`config.mk`:
```
export PLATFORM = sky130hd
export DESIGN_NAME = fdc_register_dump_command_format_track
export DESIGN_NICKNAME = d
export VERILOG_FILES = /design/src/hw/fdc_fmt_pkg.sv /design/src/hw/fdc_register_dump_command_format_track.sv
export VERILOG_INCLUDE_DIRS = /design/src /design/src/hw
export SDC_FILE = /design/constraint.sdc
export NUM_CORES = 1
export LEC_CHECK = 0
export ABC_AREA = 0
export BUFFER_PORTS_ARGS = -buffer_cell sky130_fd_sc_hd__buf_2
export CORE_MARGIN = 8
export CORE_UTILIZATION = 50
export DETAILED_ROUTE_END_ITERATION = 8
export HOLD_SLACK_MARGIN = 0.1
export MAX_ROUTING_LAYER = met4
export PLACE_DENSITY = 0.81
export REMOVE_ABC_BUFFERS = 1
export SETUP_SLACK_MARGIN = 0.3
export SYNTH_ARGS = -nofsm -noshare
export SYNTH_HDL_FRONTEND = slang
export SYNTH_SLANG_ARGS = --single-unit
export TNS_END_PERCENT = 100
```
`constraint.sdc`:
```
create_clock -name mclk -period 4.3 [get_ports mclk]
set_input_delay 0.86 -clock mclk [delete_from_list [all_inputs] [get_ports mclk]]
set_output_delay 0.86 -clock mclk [all_outputs]
set_load 0.005 [all_outputs]
```
`src/hw/fdc_fmt_params.svh`:
```
`ifndef FDC_FMT_PARAMS_SVH
`define FDC_FMT_PARAMS_SVH
// Register port offsets.
`define ADDR_DATA 2'h0
`define ADDR_MSR 2'h1
`define ADDR_DRIVE_VIEW 2'h2
`define ADDR_STATUS_A 2'h3
// Opcodes: dump matched on all bits, format on bits 7 and 5-0.
`define OP_DUMP 8'h0E
`define OP_FORMAT_LOW 6'h0D
`define OP_DENSITY_BIT 6
// Result lengths and parameter count.
`define LEN_DUMP 4'hA
`define LEN_FORMAT 4'h7
`define LEN_INVALID 4'h1
`define FMT_PARAM_LAST 4'h5
// Field positions.
`define STATUS_A_HEAD_BIT 3
`define ST1_OVERRUN_BIT 4
// Reset values and status 0 codes.
`define RST_FIFO_DIS 1'b1
`define RST_FIFO_THRESHOLD 4'h0
`define RST_PRECOMP_TRACK 8'h00
`define RST_BYTE 8'h00
`define STATUS0_INVALID 8'h80
`define STATUS0_ABNORMAL 2'h1
`endif

```
`src/hw/fdc_fmt_pkg.sv`:
```
package fdc_fmt_pkg;
    typedef enum logic [2:0] {
        ST_IDLE = 3'b000,
        ST_PARAM = 3'b001,
        ST_WAIT_IDX1 = 3'b010,
        ST_FORMAT = 3'b011,
        ST_RESULT = 3'b100
    } seq_state_t;
    typedef enum logic [1:0] {
        RES_DUMP = 2'b00,
        RES_FORMAT = 2'b01,
        RES_INVALID = 2'b10
    } result_kind_t;
    typedef logic [7:0] byte_t;
endpackage : fdc_fmt_pkg

```
`src/hw/fdc_register_dump_command_format_track.sv`:
```
`timescale 1ns/1ps
`include "fdc_fmt_params.svh"
// How it works
// - Dump bytes one to four return present track number of drives 0 to 3.
// - Dump bytes five, six return step rate, delays and DMA flag in bit 0.
// - Dump byte seven: sectors per track after format, else end-of-track sector.
// - Dump byte eight: lock flag, zero, drive mode configuration bits.
// - Dump bytes nine, ten echo controller_config_command bytes three and four.
// - Hardware reset restores all; software reset spares locked fields when locked.
// - Lock flag defaults to 0, set from lock opcode bit 7.
// - Format waits for an index pulse, then writes the whole track.
// - Format ends on the second index pulse and raises an interrupt.
// - Layout follows density bit, index field mode and group drive mode.
// - Address bytes may arrive by DMA or processor, FIFO on or off.
// - Opcode bit 6 selects FM (0) or DOUBLE_DENSITY_SELECT (1) encoding.
// - Second byte bits 1,0 select drive; 2 and 3 need permission.
// - Second byte bit 2 selects side; head select output is its inverse.
// - Drive shows in output register, head in status A, both in status 0.
// - Size code 0 to 7 gives 128 bytes doubled per step.
// - Fourth byte sets sector count; pattern byte fills every data field.
// - Fifth byte sets inter-sector gap length, sixth is the pattern.
// - Format result is status 0, 1, 2 then four undefined bytes.
module fdc_register_dump_command_format_track #(
    parameter int MAX_SIZE_CODE = 7
) (
    input wire logic mclk,
    input wire logic reset_n,
    input wire logic soft_reset,
    input wire logic [1:0] addr,
    input wire fdc_fmt_pkg::byte_t wdata,
    input wire logic wr,
    input wire logic rd,
    output fdc_fmt_pkg::byte_t rdata,
    input wire logic specify_load,
    input wire fdc_fmt_pkg::byte_t specify_byte1,
    input wire fdc_fmt_pkg::byte_t specify_byte2,
    input wire logic config_load,
    input wire fdc_fmt_pkg::byte_t config_byte3,
    input wire fdc_fmt_pkg::byte_t config_byte4,
    input wire logic perp_load,
    input wire logic [5:0] perp_bits,
    input wire logic lock_load,
    input wire logic lock_value,
    input wire logic track_load,
    input wire logic [1:0] track_drive,
    input wire fdc_fmt_pkg::byte_t track_value,
    input wire logic rw_done,
    input wire fdc_fmt_pkg::byte_t rw_end_sector,
    input wire logic index_address_field_mode,
    input wire logic four_drives,
    input wire logic swap_drives,
    input wire logic index_n,
    input wire logic sector_start,
    output logic dma_req,
    output logic irq,
    output logic [1:0] logical_drive_select,
    output logic head_select_output_n,
    output logic write_gate,
    output logic double_density_select,
    output logic iso_layout,
    output logic [1:0] group_layout,
    output fdc_fmt_pkg::byte_t gap3_len,
    output fdc_fmt_pkg::byte_t fill_pattern,
    output logic sector_valid,
    output fdc_fmt_pkg::byte_t id_track,
    output fdc_fmt_pkg::byte_t id_head,
    output fdc_fmt_pkg::byte_t id_sector,
    output fdc_fmt_pkg::byte_t id_size,
    output logic [14:0] data_len
);
    import fdc_fmt_pkg::*;

    // A size code above seven would overflow the data length port.
    if (MAX_SIZE_CODE < 0 || MAX_SIZE_CODE > 7)
    begin : bad_max_size_code
        $error("MAX_SIZE_CODE must lie in 0..7 to fit data_len.");
    end

    // Data field length for a size code; codes above the limit are clamped.
    function automatic logic [14:0] len_of(input byte_t code);
        logic [2:0] c;
        c = (code > byte_t'(MAX_SIZE_CODE)) ? 3'(MAX_SIZE_CODE) : code[2:0];
        return 15'h0080 << c;
    endfunction : len_of

    seq_state_t state;
    result_kind_t kind;
    byte_t present_track_number [4];
    byte_t spec1, spec2, end_of_track_sector, sectors_per_track, opcode;
    logic [5:0] drive_mode;
    logic lock, implied_seek_enable, fifo_dis, poll_dis, last_fmt;
    logic [3:0] fifo_threshold, cnt, res_len;
    byte_t precomp_start_track;
    logic [1:0] ds;
    logic head_side_select, idx_prev, overrun;
    byte_t id_buf [4];
    logic [1:0] id_cnt;
    logic id_full;
    byte_t sec_done;
    logic precomp_kept;
    byte_t precomp_prev;

    // Bus decode and phase conditions.
    wire data_wr = wr && addr == `ADDR_DATA;
    wire data_rd = rd && addr == `ADDR_DATA;
    wire idx_edge = idx_prev && !index_n;
    wire need_id = state == ST_FORMAT && !id_full && sec_done < sectors_per_track;
    wire id_wr = data_wr && need_id;
    wire host_rqm = state == ST_IDLE || state == ST_PARAM || state == ST_RESULT
        || (need_id && !spec2[0]);
    wire busy = state != ST_IDLE;
    wire is_dump = wdata == `OP_DUMP;
    wire is_fmt = !wdata[7] && wdata[5:0] == `OP_FORMAT_LOW;
    wire take_sector = state == ST_FORMAT && sector_start && id_full;
    wire miss_sector = state == ST_FORMAT && sector_start && !id_full
        && sec_done < sectors_per_track;
    // Drive 2 needs four drives or the swap, drive 3 needs four drives.
    wire ds_ok = wdata[1:0] == 2'h3 ? four_drives
        : wdata[1:0] == 2'h2 ? (four_drives || swap_drives) : 1'b1;
    wire [1:0] next_ds = ds_ok ? wdata[1:0] : 2'h0;
    wire byte_t result_status_zero = {overrun ? `STATUS0_ABNORMAL : 2'h0, 3'h0,
        head_side_select, ds};

    // Result byte for the current kind and index.
    function automatic byte_t result_byte(input result_kind_t k, input logic [3:0] i);
        byte_t b;
        b = `RST_BYTE;
        if (k == RES_INVALID)
        begin
            b = `STATUS0_INVALID;
        end
        else if (k == RES_FORMAT)
        begin
            case (i)
                4'h0: b = result_status_zero;
                4'h1: b = byte_t'(overrun) << `ST1_OVERRUN_BIT;
                default: b = `RST_BYTE;
            endcase
        end
        else
        begin
            case (i)
                4'h0, 4'h1, 4'h2, 4'h3: b = present_track_number[i[1:0]];
                4'h4: b = spec1;
                4'h5: b = spec2;
                4'h6: b = last_fmt ? sectors_per_track : end_of_track_sector;
                4'h7: b = {lock, 1'b0, drive_mode};
                4'h8: b = {1'b0, implied_seek_enable, fifo_dis, poll_dis, fifo_threshold};
                4'h9: b = precomp_start_track;
                default: b = `RST_BYTE;
            endcase
        end
        return b;
    endfunction : result_byte

    // Read data stands only in the cycle after the strobe.
    wire byte_t next_rdata = !rd ? `RST_BYTE
        : addr == `ADDR_DATA ? (state == ST_RESULT ? result_byte(kind, cnt) : `RST_BYTE)
        : addr == `ADDR_MSR ? {host_rqm, state == ST_RESULT, state == ST_FORMAT && !spec2[0],
            busy, 4'h0}
        : addr == `ADDR_DRIVE_VIEW ? {6'h0, ds}
        : byte_t'(head_side_select) << `STATUS_A_HEAD_BIT;

    always_ff @(posedge mclk or negedge reset_n)
    begin
        if (!reset_n)
            rdata <= `RST_BYTE;
        else
            rdata <= next_rdata;
    end

    // Stored parameters; the software reset spares the locked ones.
    always_ff @(posedge mclk or negedge reset_n)
    begin
        if (!reset_n)
        begin
            present_track_number <= '{default: `RST_BYTE};
            spec1 <= `RST_BYTE;
            spec2 <= `RST_BYTE;
            end_of_track_sector <= `RST_BYTE;
            drive_mode <= 6'h0;
            implied_seek_enable <= 1'b0;
            poll_dis <= 1'b0;
            fifo_dis <= `RST_FIFO_DIS;
            fifo_threshold <= `RST_FIFO_THRESHOLD;
            precomp_start_track <= `RST_PRECOMP_TRACK;
            lock <= 1'b0;
        end
        else if (soft_reset)
        begin
            present_track_number <= '{default: `RST_BYTE};
            spec1 <= `RST_BYTE;
            spec2 <= `RST_BYTE;
            end_of_track_sector <= `RST_BYTE;
            drive_mode <= 6'h0;
            implied_seek_enable <= 1'b0;
            poll_dis <= 1'b0;
            if (!lock)
            begin
                fifo_dis <= `RST_FIFO_DIS;
                fifo_threshold <= `RST_FIFO_THRESHOLD;
                precomp_start_track <= `RST_PRECOMP_TRACK;
            end
        end
        else
        begin
            if (track_load)
                present_track_number[track_drive] <= track_value;
            if (specify_load)
            begin
                spec1 <= specify_byte1;
                spec2 <= specify_byte2;
            end
            if (rw_done)
                end_of_track_sector <= rw_end_sector;
            if (perp_load)
                drive_mode <= perp_bits;
            if (config_load)
            begin
                {implied_seek_enable, fifo_dis, poll_dis, fifo_threshold} <= config_byte3[6:0];
                precomp_start_track <= config_byte4;
            end
            if (lock_load)
                lock <= lock_value;
        end
    end

    // Command sequencer: opcode, parameters, index wait, track write, result.
    always_ff @(posedge mclk or negedge reset_n)
    begin
        if (!reset_n)
        begin
            state <= ST_IDLE;
            kind <= RES_INVALID;
            cnt <= 4'h0;
            res_len <= 4'h0;
            opcode <= `RST_BYTE;
            ds <= 2'h0;
            head_side_select <= 1'b0;
            sectors_per_track <= `RST_BYTE;
            gap3_len <= `RST_BYTE;
            fill_pattern <= `RST_BYTE;
            id_size <= `RST_BYTE;
            last_fmt <= 1'b0;
            overrun <= 1'b0;
            irq <= 1'b0;
        end
        else if (soft_reset)
        begin
            state <= ST_IDLE;
            cnt <= 4'h0;
            sectors_per_track <= `RST_BYTE;
            last_fmt <= 1'b0;
            irq <= 1'b0;
        end
        else
        begin
            if (rw_done)
                last_fmt <= 1'b0;
            case (state)
                ST_IDLE:
                    if (data_wr)
                    begin
                        opcode <= wdata;
                        overrun <= 1'b0;
                        cnt <= 4'h0;
                        if (is_dump)
                        begin
                            kind <= RES_DUMP;
                            res_len <= `LEN_DUMP;
                            state <= ST_RESULT;
                        end
                        else if (is_fmt)
                            state <= ST_PARAM;
                        else
                        begin
                            kind <= RES_INVALID;
                            res_len <= `LEN_INVALID;
                            state <= ST_RESULT;
                        end
                    end
                ST_PARAM:
                    if (data_wr)
                    begin
                        cnt <= cnt + 4'h1;
                        case (cnt)
                            4'h0:
                            begin
                                ds <= next_ds;
                                head_side_select <= wdata[2];
                            end
                            4'h1: id_size <= wdata;
                            4'h2: sectors_per_track <= wdata;
                            4'h3: gap3_len <= wdata;
                            default: fill_pattern <= wdata;
                        endcase
                        if (cnt == `FMT_PARAM_LAST - 4'h1)
                            state <= ST_WAIT_IDX1;
                    end
                ST_WAIT_IDX1:
                    if (idx_edge)
                        state <= ST_FORMAT;
                ST_FORMAT:
                    if (miss_sector || idx_edge)
                    begin
                        overrun <= miss_sector;
                        irq <= 1'b1;
                        last_fmt <= 1'b1;
                        kind <= RES_FORMAT;
                        res_len <= `LEN_FORMAT;
                        cnt <= 4'h0;
                        state <= ST_RESULT;
                    end
                ST_RESULT:
                    if (data_rd)
                    begin
                        irq <= 1'b0;
                        cnt <= cnt + 4'h1;
                        if (cnt == res_len - 4'h1)
                            state <= ST_IDLE;
                    end
                default: state <= ST_IDLE;
            endcase
        end
    end

    // Address bytes gather in order; a full set is handed to the encoder per sector.
    always_ff @(posedge mclk or negedge reset_n)
    begin
        if (!reset_n)
        begin
            id_buf <= '{default: `RST_BYTE};
            id_cnt <= 2'h0;
            id_full <= 1'b0;
            sec_done <= `RST_BYTE;
            idx_prev <= 1'b1;
            sector_valid <= 1'b0;
            id_track <= `RST_BYTE;
            id_head <= `RST_BYTE;
            id_sector <= `RST_BYTE;
            data_len <= 15'h0080;
        end
        else
        begin
            idx_prev <= index_n;
            sector_valid <= take_sector;
            if (state != ST_FORMAT)
            begin
                id_cnt <= 2'h0;
                id_full <= 1'b0;
                sec_done <= `RST_BYTE;
                data_len <= len_of(id_size);
            end
            else if (take_sector)
            begin
                {id_track, id_head, id_sector} <= {id_buf[0], id_buf[1], id_buf[2]};
                data_len <= len_of(id_buf[3]);
                id_full <= 1'b0;
                sec_done <= sec_done + 8'h01;
            end
            else if (id_wr)
            begin
                id_buf[id_cnt] <= wdata;
                id_cnt <= id_cnt + 2'h1;
                id_full <= id_cnt == 2'h3;
            end
        end
    end

    // Drive side outputs; the head select pin is active low.
    assign logical_drive_select = ds;
    assign head_select_output_n = !head_side_select;
    assign write_gate = state == ST_FORMAT && !miss_sector;
    assign double_density_select = opcode[`OP_DENSITY_BIT];
    assign iso_layout = index_address_field_mode;
    assign group_layout = drive_mode[1:0];
    assign dma_req = need_id && spec2[0];

    fmt_start_a: assert property (@(posedge mclk) disable iff (!reset_n || soft_reset)
        state == ST_WAIT_IDX1 && idx_edge |=> state == ST_FORMAT && write_gate)
        else $error("Format did not begin at the first index pulse.");
    fmt_end_a: assert property (@(posedge mclk) disable iff (!reset_n || soft_reset)
        state == ST_FORMAT && idx_edge && !miss_sector |=> state == ST_RESULT && irq && !overrun)
        else $error("Second index pulse did not end the format with an interrupt.");
    dump_len_a: assert property (@(posedge mclk) disable iff (!reset_n || soft_reset)
        state == ST_IDLE && data_wr && is_dump |=> state == ST_RESULT && res_len == 4'hA)
        else $error("Dump opcode did not open a ten byte result.");
    lock_keep_a: assert property (@(posedge mclk) disable iff (!reset_n)
        soft_reset && lock |=> fifo_dis == $past(fifo_dis) && precomp_kept)
        else $error("Locked field changed on a software reset.");
    lock_clear_a: assert property (@(posedge mclk) disable iff (!reset_n)
        soft_reset && !lock |=> fifo_dis && fifo_threshold == 4'h0 && !implied_seek_enable)
        else $error("Unlocked software reset left a field unchanged.");
    overrun_a: assert property (@(posedge mclk) disable iff (!reset_n || soft_reset)
        miss_sector |=> state == ST_RESULT && overrun ##0 result_byte(RES_FORMAT, 4'h1) == 8'h10)
        else $error("Missing address bytes did not report overrun.");
    eot_sel_a: assert property (@(posedge mclk) disable iff (!reset_n || soft_reset)
        rw_done && state != ST_FORMAT |=> result_byte(RES_DUMP, 4'h6) == end_of_track_sector)
        else $error("Dump byte seven ignored a later read or write.");
    head_pin_a: assert property (@(posedge mclk) disable iff (!reset_n)
        head_select_output_n != result_status_zero[2])
        else $error("Head select pin does not mirror the chosen side.");

    // Helper for the lock check: precompensation track unchanged.
    always_ff @(posedge mclk or negedge reset_n)
    begin
        if (!reset_n)
            precomp_prev <= `RST_PRECOMP_TRACK;
        else
            precomp_prev <= precomp_start_track;
    end
    assign precomp_kept = precomp_prev == precomp_start_track;
endmodule : fdc_register_dump_command_format_track

```
== Word-level counts from Yosys, hierarchy flattened ==
Cells that the tools add are included.
Storage, ports and cells
  output and inout port bits: 82
  RAM bits: 0
  flip-flop bits (word level): 228
  bits in read-only memories: 0
  latch bits: 0
  memories kept: 0
Cells by class
  multiplexer cells: 100
  $lt $le $gt $ge: 8
  $mul: 0
  $add $sub $neg: 4
  shifts and indexed selects: 2
  bitwise logic cells: 7
  divide/modulo/power cells: 0
  equal/unequal tests: 36
  reduce and logical (&&, ||, !) cells: 63
Operators by type and width (number)
  $mux W8: 26
  $bwmux W32: 2
  $mux W32: 2
  $pmux W8 S7: 1
  $mux W4: 13
  $mux W3: 12
  $demux W8 S2: 2
  $mux W15: 2
  $shl A8 B3 Y15 const A: 2
  $mux W1: 22
  $reduce_bool A2 Y1: 11
  $reduce_and A4 Y1: 5
  $ne A3 B3 Y1 const B: 6
  $logic_and A1 B1 Y1: 17
  $bmux W8 S2: 1
  $eq A4 B3 Y1 const B: 4
  $gt A8 B3 Y1 const B: 2
  $mux W2: 8
  $pmux W4 S4: 1
  $pmux W3 S5: 1
  $pmux W7 S2: 1
  $mux W6: 2
  $reduce_and A3 Y1: 4
  $eq A2 B2 Y1 const B: 5
  other kinds (36): 68

== Logic depth before layout (Yosys ltp) ==
  word-level depth: 10
  mapped depth: 9

== Worst setup path after synthesis ==
OpenSTA, ideal clock, no wires.
  kind: register -> output
  from: register sec_done[2]
  to: output port dma_req
  cell stages (with the launch flop): 8
  slack: 1.619 ns
  data arrival time: 1.821 ns
  cells stage by stage: dfrtp_1 > ha_1 > or4_1 > a21oi_2 > or3b_1 > buf_6 > and2_1 > and3_1
Between the ends
  longest elaborated chain between the ends: 3
RTL lines
  start: declaration: RTL line fdc_register_dump_command_format_track.sv:99  | byte_t sec_done;
  start signal: assignment: RTL line fdc_register_dump_command_format_track.sv:335  | sec_done <= `RST_BYTE;
  start signal: assignment: RTL line fdc_register_dump_command_format_track.sv:351  | sec_done <= `RST_BYTE;
  start signal: assignment: RTL line fdc_register_dump_command_format_track.sv:359  | sec_done <= sec_done + 8'h01;
  $lt A8 B8 Y1: RTL line fdc_register_dump_command_format_track.sv:107  | wire need_id = state == ST_FORMAT && !id_full && sec_done < sectors_per_track;
  $logic_and A1 B1 Y1: RTL line fdc_register_dump_command_format_track.sv:107
  $logic_and A1 B1 Y1: RTL line fdc_register_dump_command_format_track.sv:377  | assign dma_req = need_id && spec2[0];
  end: declaration: RTL line fdc_register_dump_command_format_track.sv:54  | output logic dma_req,
No other way between the ends.

== Worst setup path after layout ==
Ends and elaborated chain as after synthesis.

==> out/metrics.csv <==
metric,value,unit
status,"finished, final reports clean",
number of synthesized flops with an enable pin,0,
RSZ-0062 raised after global routing,false,
"Seq/Total Area, Yosys",51.5,%
Slew @ Worst Pin,0.911,ns
Post-Route WL,27200,um
first-pass GRT wire length,43500,um
layout cell share with drive strength beyond 1,27.1,%
I/O pins,165,
Crit path arrival time,2.69,ns
Initial DRC Count,754,
Setup-failing EPs final,0,
post-DR wirelength/cell,20.2,um
Worst-Skew Late Latency,0.51,ns
total of max-cap violations,0,
vias per cell,5.78,
Setup TNS,0,ns
placed cells,1308,
Yosys top cell area share,50.5,%
Post-Syn Area,10400,um^2
CTS H-tree lvls,1,
Vert. Die Dim,160,um
total clock sinks,214,
Placer Congestion,0.883,
worst-path fanout max,9,
Remaining DRCs,0,
post-CTS setup repair buffer count,0,
die area,25700,um^2
Clock Tree Buf Depth,3,
grt ovf,0,
max-slew violations,0,
path depth of the worst reg2reg path,6,
Syn Area/Cell,11.2,um^2
final hold violations,0,
Post-synth ARST share,100,%
Synth area leaders,"dfrtp_1 (50%), mux2i_1 (8.3%), mux2_2 (4.5%)",
clock skew,0.0180,ns
Port Buffers,154,
LEAKAGE,6.27,nW
Synth Instances,932,
DP HPWL,19100,um
"commonest cells after routing, fill and taps aside","dfrtp_1 (210), buf_2 (153), nand2_1 (105), nor2_1 (90), mux2i_1 (86)",
Area Growth Syn to Fin,15.8,%
Final period util,82.6,%
Rel. slew slack,39.3,%
multi-input logic area,4670,um^2
Clock transition at path regs,0.06,ns
Vias,7798,
"commonest non-fill, non-tap cell in the layout",dfrtp_1,
CP endpoint kind,output port,
"area leader, netlist",dfrtp_1,
top_reg_cell synth,dfrtp_1,
FF/Latch Area,5360,um^2
CP required,3.44,ns
largest net degree at the start of global routing,113,
GR Util All Layers,21.4,%
Critical R2R Launch,cnt[0]$_DFFE_PN0P_,
hold_buf cts,0,
CTS buffer count,23,
drt pass-1 iters,8,
Chip Width,160,um
initial antenna violation count,1,
# fillers,1669,
row count,52,
"Warnings, synthesis",0,
CP Launch Point,sec_done[2]$_DFFE_PN0P_,
final net count,1163,
post-cts sizing count,0,
vias in the first global route,8046,
worst vdd ir,0.251,mV
CTS tree,done,
Setup Crit Path Kind,register to output port,
ANT nets after route,0,
Power Density,363,nW/um^2
synthesized flop and latch total,214,
R2R setup slack,1.33,ns
worst min path class,input port to async pin,
"Cell Count, Final, Fillers Out",1348,
CTS root buf,clkbuf_16,
starting density of the core,51.1,%
FMAX,282,MHz
Critical Path Source Type,register,
fin crit period,3.55,ns
"Core Util, Final",59.2,%
total core area,20400,um^2
count of cell types in the netlist,73,
==> final cells by class <==
cell class,count,area share (%)
flip-flops and latches,214,44.5
multi-input cells,638,38.7
repair buffers,165,7.15
clock buffers,31,5.60
well taps,270,2.80
inverters,21,0.654
clock inverters,8,0.602
diodes,1,0.0208
==> worst paths after layout <==
path                                                             end
worst max-delay path                                         dma_req
worst min-delay path            present_track_number[17]$_DFFE_PN0P_
worst max register to register           fill_pattern[5]$_DFFE_PN0P_
worst min register to register               id_track[6]$_DFFE_PN0P_
max in group asynchronous         end_of_track_sector[0]$_DFFE_PN0P_
min in group mclk                            id_track[6]$_DFFE_PN0P_
==> Yosys cell counts (all sizes together) (12+ instances only) <==
library cell,instances
a21oi,22
a22o,20
buf,31
clkbuf,34
dfrtp,210
ha,17
inv,21
mux2,59
mux2i,86
nand2,107
nand3,27
nand4,12
nor2,92
o21ai,34
==> worst max-delay path, stage by stage (launching register included) <==
cell     delay (ns)
dfrtp_1        0.44
ha_1           0.22
or4_1          0.54
a21oi_2        0.17
or3b_1         0.13
buf_4          0.20
and2_1         0.16
and3_1         0.20
buf_2          0.13
==> metrics by stage <==
stage | instance area, um^2 | setup slack [ns] | hold slack, ns | power, mW
after global placement | 11300 | 1.31 | 0.441 | 2.46
after detailed placement | 11300 | 1.28 | 0.448 | 2.47
after floorplan | 10100 | 1.45 | 0.433 | 2.28
after CTS | 12100 | 0.741 | 0.458 | 4.41
after global routing | 12100 | 0.613 | 0.465 | 4.53
final | 12100 | 0.750 | 0.457 | 4.38
==> flip-flops by register name, summed over array words and instances, names as in the netlist, 8 cells and up <==
register / flops
data_len: 8
end_of_track_sector: 8
fill_pattern: 8
gap3_len: 8
id_buf: 32
id_head: 8
id_sector: 8
id_size: 8
id_track: 8
precomp_start_track: 8
present_track_number: 32
rdata: 8
sec_done: 8
sectors_per_track: 8
spec1: 8
spec2: 8
==> kinds of logic after synthesis <==
| family | count (synthesis) | share of synthesized area, % |
|---|---|---|
| compound gates | 142 | 9.76 |
| fa+ha+maj | 17 | 2.04 |
| buf+inv | 86 | 3.92 |
| mux | 153 | 17.0 |
| simple gates | 306 | 14.7 |
| flops | 214 | 51.5 |
| other cells | 1 | 0.0360 |
| xor+xnor | 13 | 1.09 |
==> where the power goes <==
| part | switching [mW] | total (mW) | internal, mW | leakage (nW) |
|---|---|---|---|---|
| Clock | 0.790 | 1.94 | 1.15 | 0.365 |
| Combinational | 0.192 | 0.313 | 0.121 | 2.98 |
| Sequential | 0.0489 | 2.12 | 2.07 | 2.92 |
==> layer usage <==
metal | GRT usage (%) | routed length (um)
met5 | - | 0
met4 | 7.22 | 747
met3 | 3.96 | 1790
met2 | 34.9 | 13500
met1 | 26.5 | 11200
No activity file was read; power rests on OpenSTA's default activity.
